<file path="src/seec_defines.vh">
/*
  constants of the ecc sram wrapper: storage size, register offsets,
  field positions, reset values and access size codes.
  assumes inclusion by bare name from the design files of this block.
*/
`ifndef SEEC_DEFINES_VH
`define SEEC_DEFINES_VH

// storage shape
`define SEEC_DATA_W 32
`define SEEC_CHECK_W 7
`define SEEC_WORD_W 39
`define SEEC_ADDR_W 8
`define SEEC_IDX_W 6
`define SEEC_DEPTH 64

// access size codes on mem_size
`define SEEC_SIZE_BYTE 2'h0
`define SEEC_SIZE_HALF 2'h1
`define SEEC_SIZE_WORD 2'h2

// register byte offsets
`define SEEC_REG_STATUS 8'h00
`define SEEC_REG_CLEAR 8'h04
`define SEEC_REG_ENABLE 8'h08
`define SEEC_REG_ERR_ADDR 8'h0c
`define SEEC_REG_ERR_POS 8'h10
`define SEEC_REG_INJECT 8'h14

// field positions in status, clear and enable
`define SEEC_BIT_SINGLE 0
`define SEEC_BIT_MULTI 1
// data-bit-hit marker in the error position register
`define SEEC_BIT_POS_HIT 8

// reset values
`define SEEC_RST_FLAGS 2'h0
`define SEEC_RST_ENABLE 2'h0
`define SEEC_RST_ADDR 8'h00
`define SEEC_RST_POS 6'h00
`define SEEC_RST_INJECT 32'h00000000

`endif

</file>
<file path="src/seec_encoder.v">
/*
  check-code encoder: six hamming bits plus one overall parity bit over
  a 32-bit data word. purely combinational.
  assumes the caller stores the code beside the data in the same cycle.
*/
`timescale 1ns/10ps
`default_nettype none
`include "seec_defines.vh"

module seec_encoder (
  // data in
  input wire [`SEEC_DATA_W-1:0] enc_data,
  // check code out, overall parity on top
  output wire [`SEEC_CHECK_W-1:0] enc_check
);

  reg [5:0] ham;
  integer i;
  integer k;
  integer p;
  integer n;

  // data bit i sits at the i-th codeword position that is no power of two
  always @* begin
    ham = 6'h00;
    n = 0;
    i = 0;
    for (p = 1; p < `SEEC_WORD_W; p = p + 1) begin
      if ((p & (p - 1)) != 0) begin
        i = n;
        for (k = 0; k < 6; k = k + 1) begin
          if (p[k]) begin
            ham[k] = ham[k] ^ enc_data[i];
          end
        end
        n = n + 1;
      end
    end
  end

  // overall parity makes the whole 39-bit word even
  assign enc_check = {^{enc_data, ham}, ham};

endmodule // seec_encoder
`default_nettype wire

</file>
<file path="src/seec_decoder.v">
/*
  check-code decoder: recomputes the code with the encoder, corrects one
  flipped bit and flags two flipped bits. purely combinational.
  assumes the stored word holds data in bits 31:0 and the code above it.
*/
`timescale 1ns/10ps
`default_nettype none
`include "seec_defines.vh"

module seec_decoder (
  // stored word in
  input wire [`SEEC_WORD_W-1:0] dec_word,
  // corrected data and status out
  output wire [`SEEC_DATA_W-1:0] dec_data,
  output wire dec_single,
  output wire dec_double,
  output reg [5:0] dec_pos,
  output wire dec_pos_hit
);

  wire [`SEEC_CHECK_W-1:0] re_check;
  wire [5:0] syn;
  wire par_bad;
  wire [`SEEC_DATA_W-1:0] hit;
  integer j;

  // recompute with the very same encoder
  seec_encoder u_recode (
    .enc_data(dec_word[`SEEC_DATA_W-1:0]),
    .enc_check(re_check)
  );

  assign syn = re_check[5:0] ^ dec_word[37:32];
  assign par_bad = ^dec_word;

  // one-hot encodes give each data bit's syndrome column
  genvar g;
  generate
    for (g = 0; g < `SEEC_DATA_W; g = g + 1) begin : g_col
      wire [`SEEC_CHECK_W-1:0] col;
      seec_encoder u_col (
        .enc_data(32'h00000001 << g),
        .enc_check(col)
      );
      assign hit[g] = (col[5:0] == syn) && (syn != 6'h00);
    end
  endgenerate

  // odd parity: one flip; even parity with syndrome: two flips
  assign dec_single = par_bad;
  assign dec_double = !par_bad && (syn != 6'h00);
  assign dec_data = dec_word[`SEEC_DATA_W-1:0] ^ (par_bad ? hit : 32'h00000000);
  assign dec_pos_hit = par_bad && (|hit);

  // index of the flipped data bit
  always @* begin
    dec_pos = 6'h00;
    for (j = 0; j < `SEEC_DATA_W; j = j + 1) begin
      if (hit[j]) begin
        dec_pos = j[5:0];
      end
    end
  end

endmodule // seec_decoder
`default_nettype wire

</file>
<file path="src/seec_top.v">
/*
  ecc-protected sram with error status and interrupt control: a word
  store of flip-flops with a 7-bit check code per word, read-modify-write
  for narrow writes, sticky error flags, error address capture, a normal
  and a non-maskable interrupt.
  assumes one clock, memory masters that honour mem_ready, and software
  that fills the store with full word writes before reading it.

*/
// The address map and the address-and-strobe port were decided locally.
`timescale 1ns/10ps
`default_nettype none
`include "seec_defines.vh"

module seec_top (
  // clock and reset
  input wire core_clk,
  input wire rst_b,

  // memory access port
  input wire mem_req,
  input wire mem_we,
  input wire [1:0] mem_size,
  input wire [`SEEC_ADDR_W-1:0] mem_addr,
  input wire [`SEEC_DATA_W-1:0] mem_wdata,
  output wire mem_ready,
  output reg mem_rvalid,
  output reg [`SEEC_DATA_W-1:0] mem_rdata,
  output reg mem_rerr,

  // register port
  input wire [7:0] reg_addr,
  input wire [31:0] reg_wdata,
  input wire reg_wr,
  input wire reg_rd,
  output reg [31:0] reg_rdata,

  // interrupts
  output wire ecc_irq,
  output wire ecc_nmi
);

  // sequencer states
  localparam ST_IDLE = 1'b0;
  localparam ST_MERGE = 1'b1;

  // reset state of the two enables, in register layout
  localparam [1:0] RST_EN = `SEEC_RST_ENABLE;

  // lane mask of an access: one bit per byte written
  function [3:0] lane_mask;
    input [1:0] size;
    input [1:0] low;
    begin
      case (size)
        `SEEC_SIZE_BYTE: begin
          lane_mask = 4'h1 << low;
        end
        `SEEC_SIZE_HALF: begin
          lane_mask = low[1] ? 4'hc : 4'h3;
        end
        default: begin
          lane_mask = 4'hf;
        end
      endcase
    end
  endfunction

  // register port decode, shared by the write strobes
  function reg_hit;
    input [7:0] addr;
    input [7:0] offset;
    begin
      reg_hit = (addr == offset);
    end
  endfunction

  // storage, data in 31:0 and code in 38:32
  reg [`SEEC_WORD_W-1:0] store [0:`SEEC_DEPTH-1];

  // sequencer and held write
  reg state;
  reg next_state;
  reg [`SEEC_ADDR_W-1:0] hold_addr;
  reg [`SEEC_DATA_W-1:0] hold_data;
  reg [3:0] hold_mask;

  // control and status
  reg single_bit_err_flag;
  reg multi_bit_err_flag;
  reg single_bit_err_int_en;
  reg multi_bit_err_nmi_en;
  reg [`SEEC_ADDR_W-1:0] ecc_error_addr_reg;
  reg [5:0] err_pos;
  reg err_pos_hit;
  reg [`SEEC_DATA_W-1:0] inject_mask;
  reg next_single_flag;
  reg next_multi_flag;

  // datapath nets
  wire [`SEEC_IDX_W-1:0] rd_idx;
  wire [`SEEC_WORD_W-1:0] rd_word;
  wire [`SEEC_DATA_W-1:0] dec_data;
  wire dec_single;
  wire dec_double;
  wire [5:0] dec_pos;
  wire dec_pos_hit;
  wire [`SEEC_DATA_W-1:0] wr_data;
  wire [`SEEC_CHECK_W-1:0] wr_check;
  wire [3:0] req_mask;
  wire take_read;
  wire take_full_write;
  wire take_part_write;
  wire do_write;
  wire [`SEEC_IDX_W-1:0] wr_idx;
  wire ev_single;
  wire ev_double;
  wire clear_wr;
  wire enable_wr;
  wire inject_wr;
  wire [1:0] flags;
  wire [1:0] enables;
  reg [`SEEC_DATA_W-1:0] merged;
  integer b;

  // accepting side of the memory port
  assign mem_ready = (state == ST_IDLE);
  assign req_mask = lane_mask(mem_size, mem_addr[1:0]);
  assign take_read = mem_ready && mem_req && !mem_we;
  assign take_full_write = mem_ready && mem_req && mem_we && (req_mask == 4'hf);
  assign take_part_write = mem_ready && mem_req && mem_we && (req_mask != 4'hf);

  // whole containing word is always read, low address bits ignored
  assign rd_idx = (state == ST_MERGE) ? hold_addr[`SEEC_ADDR_W-1:2]
                                      : mem_addr[`SEEC_ADDR_W-1:2];
  assign rd_word = store[rd_idx];

  // decode of the stored word
  seec_decoder u_decoder (
    .dec_word(rd_word),
    .dec_data(dec_data),
    .dec_single(dec_single),
    .dec_double(dec_double),
    .dec_pos(dec_pos),
    .dec_pos_hit(dec_pos_hit)
  );

  // merge new bytes over the corrected old word
  always @* begin
    merged = dec_data;
    for (b = 0; b < 4; b = b + 1) begin
      if (hold_mask[b]) begin
        merged[b*8 +: 8] = hold_data[b*8 +: 8];
      end
    end
  end

  // write data with the test flip mask applied after encoding
  assign wr_data = (state == ST_MERGE) ? merged : mem_wdata;
  assign do_write = take_full_write || (state == ST_MERGE);
  assign wr_idx = (state == ST_MERGE) ? hold_addr[`SEEC_ADDR_W-1:2]
                                      : mem_addr[`SEEC_ADDR_W-1:2];

  seec_encoder u_encoder (
    .enc_data(wr_data),
    .enc_check(wr_check)
  );

  // storage write port, data and code in one edge
  always @(posedge core_clk) begin
    if (do_write) begin
      store[wr_idx] <= {wr_check, wr_data ^ inject_mask};
    end
  end

  // sequencer next state
  always @* begin
    next_state = state;
    case (state)
      ST_IDLE: begin
        if (take_part_write) begin
          next_state = ST_MERGE;
        end
      end
      ST_MERGE: begin
        next_state = ST_IDLE;
      end
      default: begin
        next_state = ST_IDLE;
      end
    endcase
  end

  // sequencer state and held narrow write
  always @(posedge core_clk or negedge rst_b) begin
    if (!rst_b) begin
      state <= ST_IDLE;
      hold_addr <= `SEEC_RST_ADDR;
      hold_data <= 32'h00000000;
      hold_mask <= 4'h0;
    end else begin
      state <= next_state;
      if (take_part_write) begin
        hold_addr <= mem_addr;
        hold_data <= mem_wdata;
        hold_mask <= req_mask;
      end
    end
  end

  // read answer, one cycle after acceptance
  always @(posedge core_clk or negedge rst_b) begin
    if (!rst_b) begin
      mem_rvalid <= 1'b0;
      mem_rdata <= 32'h00000000;
      mem_rerr <= 1'b0;
    end else begin
      mem_rvalid <= take_read;
      if (take_read) begin
        mem_rdata <= dec_data;
        mem_rerr <= dec_double;
      end
    end
  end

  // error events come from decoded reads and from merge reads
  assign ev_single = (take_read || (state == ST_MERGE)) && dec_single;
  assign ev_double = (take_read || (state == ST_MERGE)) && dec_double;

  // register write strobes, one per writable offset
  assign clear_wr = reg_wr && reg_hit(reg_addr, `SEEC_REG_CLEAR);
  assign enable_wr = reg_wr && reg_hit(reg_addr, `SEEC_REG_ENABLE);
  assign inject_wr = reg_wr && reg_hit(reg_addr, `SEEC_REG_INJECT);

  // next flag values, a new event beats a same-cycle clear
  always @* begin
    next_single_flag = ev_single ||
      (single_bit_err_flag && !(clear_wr && reg_wdata[`SEEC_BIT_SINGLE]));
    next_multi_flag = ev_double ||
      (multi_bit_err_flag && !(clear_wr && reg_wdata[`SEEC_BIT_MULTI]));
  end

  // sticky flags
  always @(posedge core_clk or negedge rst_b) begin
    if (!rst_b) begin
      single_bit_err_flag <= 1'b0;
      multi_bit_err_flag <= 1'b0;
    end else begin
      single_bit_err_flag <= next_single_flag;
      multi_bit_err_flag <= next_multi_flag;
    end
  end

  // flag and enable pairs in register layout
  assign flags = {multi_bit_err_flag, single_bit_err_flag};
  assign enables = {multi_bit_err_nmi_en, single_bit_err_int_en};

  // failing address capture, one register for both kinds
  always @(posedge core_clk or negedge rst_b) begin
    if (!rst_b) begin
      ecc_error_addr_reg <= `SEEC_RST_ADDR;
    end else if (ev_single || ev_double) begin
      ecc_error_addr_reg <= (state == ST_MERGE) ? hold_addr : mem_addr;
    end
  end

  // flipped bit position capture, kept for diagnosis
  always @(posedge core_clk or negedge rst_b) begin
    if (!rst_b) begin
      err_pos <= `SEEC_RST_POS;
      err_pos_hit <= 1'b0;
    end else if (ev_single || ev_double) begin
      err_pos <= dec_pos;
      err_pos_hit <= dec_pos_hit;
    end
  end

  // interrupt enables, written as a pair
  always @(posedge core_clk or negedge rst_b) begin
    if (!rst_b) begin
      single_bit_err_int_en <= RST_EN[`SEEC_BIT_SINGLE];
      multi_bit_err_nmi_en <= RST_EN[`SEEC_BIT_MULTI];
    end else if (enable_wr) begin
      single_bit_err_int_en <= reg_wdata[`SEEC_BIT_SINGLE];
      multi_bit_err_nmi_en <= reg_wdata[`SEEC_BIT_MULTI];
    end
  end

  // test flip mask, xored into data after encoding
  always @(posedge core_clk or negedge rst_b) begin
    if (!rst_b) begin
      inject_mask <= `SEEC_RST_INJECT;
    end else if (inject_wr) begin
      inject_mask <= reg_wdata;
    end
  end

  // register read data, valid only in the cycle after the strobe
  always @(posedge core_clk or negedge rst_b) begin
    if (!rst_b) begin
      reg_rdata <= 32'h00000000;
    end else if (reg_rd) begin
      case (reg_addr)
        `SEEC_REG_STATUS: begin
          reg_rdata <= {30'h00000000, flags};
        end
        `SEEC_REG_ENABLE: begin
          reg_rdata <= {30'h00000000, enables};
        end
        `SEEC_REG_ERR_ADDR: begin
          reg_rdata <= {24'h000000, ecc_error_addr_reg};
        end
        `SEEC_REG_ERR_POS: begin
          reg_rdata <= {23'h000000, err_pos_hit, 2'h0, err_pos};
        end
        `SEEC_REG_INJECT: begin
          reg_rdata <= inject_mask;
        end
        default: begin
          reg_rdata <= 32'h00000000; // clear register and holes read zero
        end
      endcase
    end else begin
      reg_rdata <= 32'h00000000;
    end
  end

  // level interrupts from flag and enable
  assign ecc_irq = single_bit_err_flag && single_bit_err_int_en;
  assign ecc_nmi = multi_bit_err_flag && multi_bit_err_nmi_en;

endmodule // seec_top
`default_nettype wire

</file>
<file path="config.mk">
export PLATFORM = sky130hd
export DESIGN_NAME = seec_top
export DESIGN_NICKNAME = d
export VERILOG_FILES = /design/src/seec_encoder.v /design/src/seec_decoder.v /design/src/seec_top.v
export VERILOG_INCLUDE_DIRS = /design/src /design/src/src
export SDC_FILE = /design/constraint.sdc
export NUM_CORES = 2
export LEC_CHECK = 0
export ABC_AREA = 1
export BUFFER_PORTS_ARGS = -buffer_cell sky130_fd_sc_hd__buf_4
export CAP_MARGIN = 20
export CORE_MARGIN = 2
export CORE_UTILIZATION = 28
export DETAILED_ROUTE_END_ITERATION = 10
export MAX_ROUTING_LAYER = met4
export PLACE_DENSITY = 0.44
export SETUP_SLACK_MARGIN = 0.4
export SYNTH_ARGS = -nofsm -noshare
export SYNTH_HDL_FRONTEND = slang
export SYNTH_SLANG_ARGS = --single-unit
export TNS_END_PERCENT = 20
</file>
<file path="constraint.sdc">
create_clock -name core_clk -period 7.8 [get_ports core_clk]
set_input_delay 1.56 -clock core_clk [delete_from_list [all_inputs] [get_ports core_clk]]
set_output_delay 1.56 -clock core_clk [all_outputs]
set_load 0.1 [all_outputs]
</file>
==> flow_summary.toml <==
[outcome]
status = "completed"

[worst_setup_path]
crit_required_ns = 8.43
crit_fanout = 23
crit_top_cell = "nand2_1"
rr_worst_depth = 55
arrival_ns = 7.57
max_stage_delay_ns = 0.22
path_class = "input pin to flop"
critPathLaunchType = "input pin"
regToRegSetupSlack_ns = 0.86
r2r-end = "store[23][38]"
crit_family = "simple AND/OR/NAND/NOR gates"
cp-end-kind = "flop"
reg2reg_from = "state"
cp_num_buf_inv = 18
critPathSlowestCell = "nor2_2"

[clock_tree]
htreeDepth = 5
cts_hold_buf = 0
clk_pin_slew_ns = 0.06
clkLatencyLatePin_ns = 0.93
ctsRootBufferMaster = "clkbuf_16"
cts_buffers = 299
cts_buffer_depth = 4
clock-sinks = 2657
cts_tree = "yes"

[floorplanning]
ios = 157
rows = 238
core_area_sq_mm = 0.420
die_w_um = 653
die_y_um = 653
dieArea_sq_mm = 0.427
start_util_pct = 28.1

[routing]
post-route-drc-count = 0
drt_pass1_iterations = 9
drt_iter0_drc = 7285
final_antenna_net_count = 0
wl_per_cell_um = 22.7
routed_via_density = 4.58
finalWirelength_um = 430000
via_count = 86600

[layout]
layout.nets = 13300
syn_to_final_growth_pct = 22.6
final_design_area_no_fill_sq_mm = 0.145
nFillCells = 42500
top_register = "store"
drive_above_1_share_pct = 13.6
largest_reg_flops = 2496

[grt]
grt-ovfl-total = 0
grt_pass1_vias = 81700
grt_usage_pct = 20.2
grt_pass1_wl_um = 609000
antenna_found_initial = 11
grt_max_degree = 97

[timing]
skew_ns = 0.0507
rsz0062_at_grt = "false"
tns_ns = 0
finalCritPeriodShare_pct = 89.1
fmax_mhz = 144
holdWs_ns = 0.478
worstMarginPinSlew_ns = 1.15
final-setup-viol-count = 0
min_period_ns = 6.95
drv_slew = 0
max-slew-margin-rel_pct = 23.2
final-hold-violation-count = 0

[yosys]
syn_area_sq_mm = 0.118
netlist_top_cells_count = "nand2_1 (6,835), edfxtp_1 (2,496), inv_1 (639), nor2_1 (565), nand3_1 (356)"
syn_avg_cell_area_sq_um = 9.61
ys_seq_area_share_pct = 66.9
synth.area.top_cells = "edfxtp_1 (63%), nand2_1 (22%), dfrtp_1 (3.4%)"
synth.distinct_cells = 50
ys.flop_type = "edfxtp_1"
yosys_register_bits = 2657
synth_top_area_share_pct = 63.5
synth_nets = 12400
async_flop_share_pct = 6.06
synthCells = 12300
synth.largest_area_cell = "edfxtp_1"
yosysMostFrequentCell = "nand2_1"
ys_warn_count = 0
synth_edf_count = 2496

[min_path]
hold_path_class = "flop to flop"
hold_depth = 2
min_from = "hold_data[0]"
whs_endpoint = "hold_data[0]"

[place]
dpl_cell_area_sq_mm = 0.135
port_buffers = 156
gp_congestion = 0.905
dp_hpwl_um = 274000

[power]
p_per_area_mw_per_mm2 = 265
p_leak_nw = 62.1
irDropWorstVdd_mv = 0.333

[job]
drv_cap = 0
worst register-to-register path, delay by kind of cell, from the launching register on:
kind	cells	cell delay [ns]
AND/OR/NAND/NOR	40	4.06
buffers and inverters	14	1.97
flip-flops	1	0.49
XOR/XNOR	1	0.15
per-layer routing:
layer	up-vias	global-route usage (%)	wire length, um
li1	41300	-	-
met1	42600	27.7	197000
met2	2185	32.5	203000
met3	524	1.88	19800
met4	0	4.79	10900
met5	-	-	0
power by group:
| part | leakage, nW | switching [mW] | internal (mW) |
|---|---|---|---|
| combinational | 33.2 | 5.40 | 2.70 |
| sequential | 24.4 | 0.104 | 16.4 |
| clock | 4.54 | 5.89 | 7.87 |
| total | 62.1 | 11.4 | 26.9 |
worst max path at each step:
stage                     start             to  slack, ns  cells past startpoint
finish              mem_addr[2]  store[23][38]       0.85                     57
floorplan           mem_addr[2]   store[0][38]       0.46                     44
detailed placement  mem_addr[2]  store[16][38]      -0.21                     51
global route              state  store[23][38]       0.39                     57
global placement    mem_addr[2]  store[16][38]      -0.28                     51
CTS                       state  store[23][38]       0.45                     50
logic make-up after synthesis:
kind of cell | after synthesis | share of synthesized area [%]
AND/OR/NAND/NOR | 7938 | 26.2
AO/OA/AOI/OAI | 372 | 1.76
buffers and inverters | 1260 | 4.68
multiplexers | 6 | 0.0572
XOR/XNOR | 51 | 0.378
flip-flops | 2657 | 66.9
cell type report:
cell class | instances | area, sq um | area share (%)
antenna | 6 | 15.0 | 0.0104
clock inverter | 145 | 1220 | 0.843
timing repair buffer | 1161 | 12100 | 8.34
inverter | 692 | 2610 | 1.80
sequential | 2657 | 79000 | 54.6
multi-input combinational | 8368 | 34800 | 24.1
clock buffer | 382 | 8070 | 5.58
tap | 5520 | 6910 | 4.77
what timing repair did:
item	4_1_cts	5_1_grt
resized for setup	0	32
setup endpoints to repair	0	394
buffers inserted	0	8
cells in the final DEF, fill, tap and decap left out, types with 5 or more instances in the layout:
cell type,netlist,final
a21oi_1,79,78
a21oi_2,8,7
a21oi_4,3,5
buf_12,0,259
buf_4,57,892
bufinv_16,0,17
clkbuf_1,129,68
clkbuf_16,0,312
clkinv_1,5,71
clkinv_2,0,41
clkinv_8,0,7
dfrtp_1,161,159
diode_2,0,6
edfxtp_1,2496,2496
inv_1,639,639
inv_2,47,47
inv_6,0,6
mux2_2,6,6
nand2_1,6835,6825
nand2_2,39,42
nand2_4,5,5
nand2_8,0,8
nand3_1,356,354
nand3_2,7,9
nand3b_1,61,61
nand4_1,24,24
nor2_1,565,494
nor2_2,6,15
nor2_4,7,69
nor3_1,13,8
nor3_2,8,7
nor3_4,0,6
o21a_1,28,28
o21ai_0,178,178
o21ai_1,52,50
xnor2_1,12,8
xor2_1,39,10
xor2_4,0,29
through the flow:
step | util [%] | power [mW] | instances | worst slack (ns)
floorplan | - | 20.8 | 12300 | 0.461
global placement | 32.2 | 24.9 | 18400 | -0.284
detailed placement | 32.2 | 24.8 | 18400 | -0.207
CTS | 34.4 | 38.6 | 18900 | 0.446
global route | 34.5 | 39.8 | 18900 | 0.395
finish | 34.5 | 38.3 | 18900 | 0.853
No activity file was read; power rests on OpenSTA's default activity.
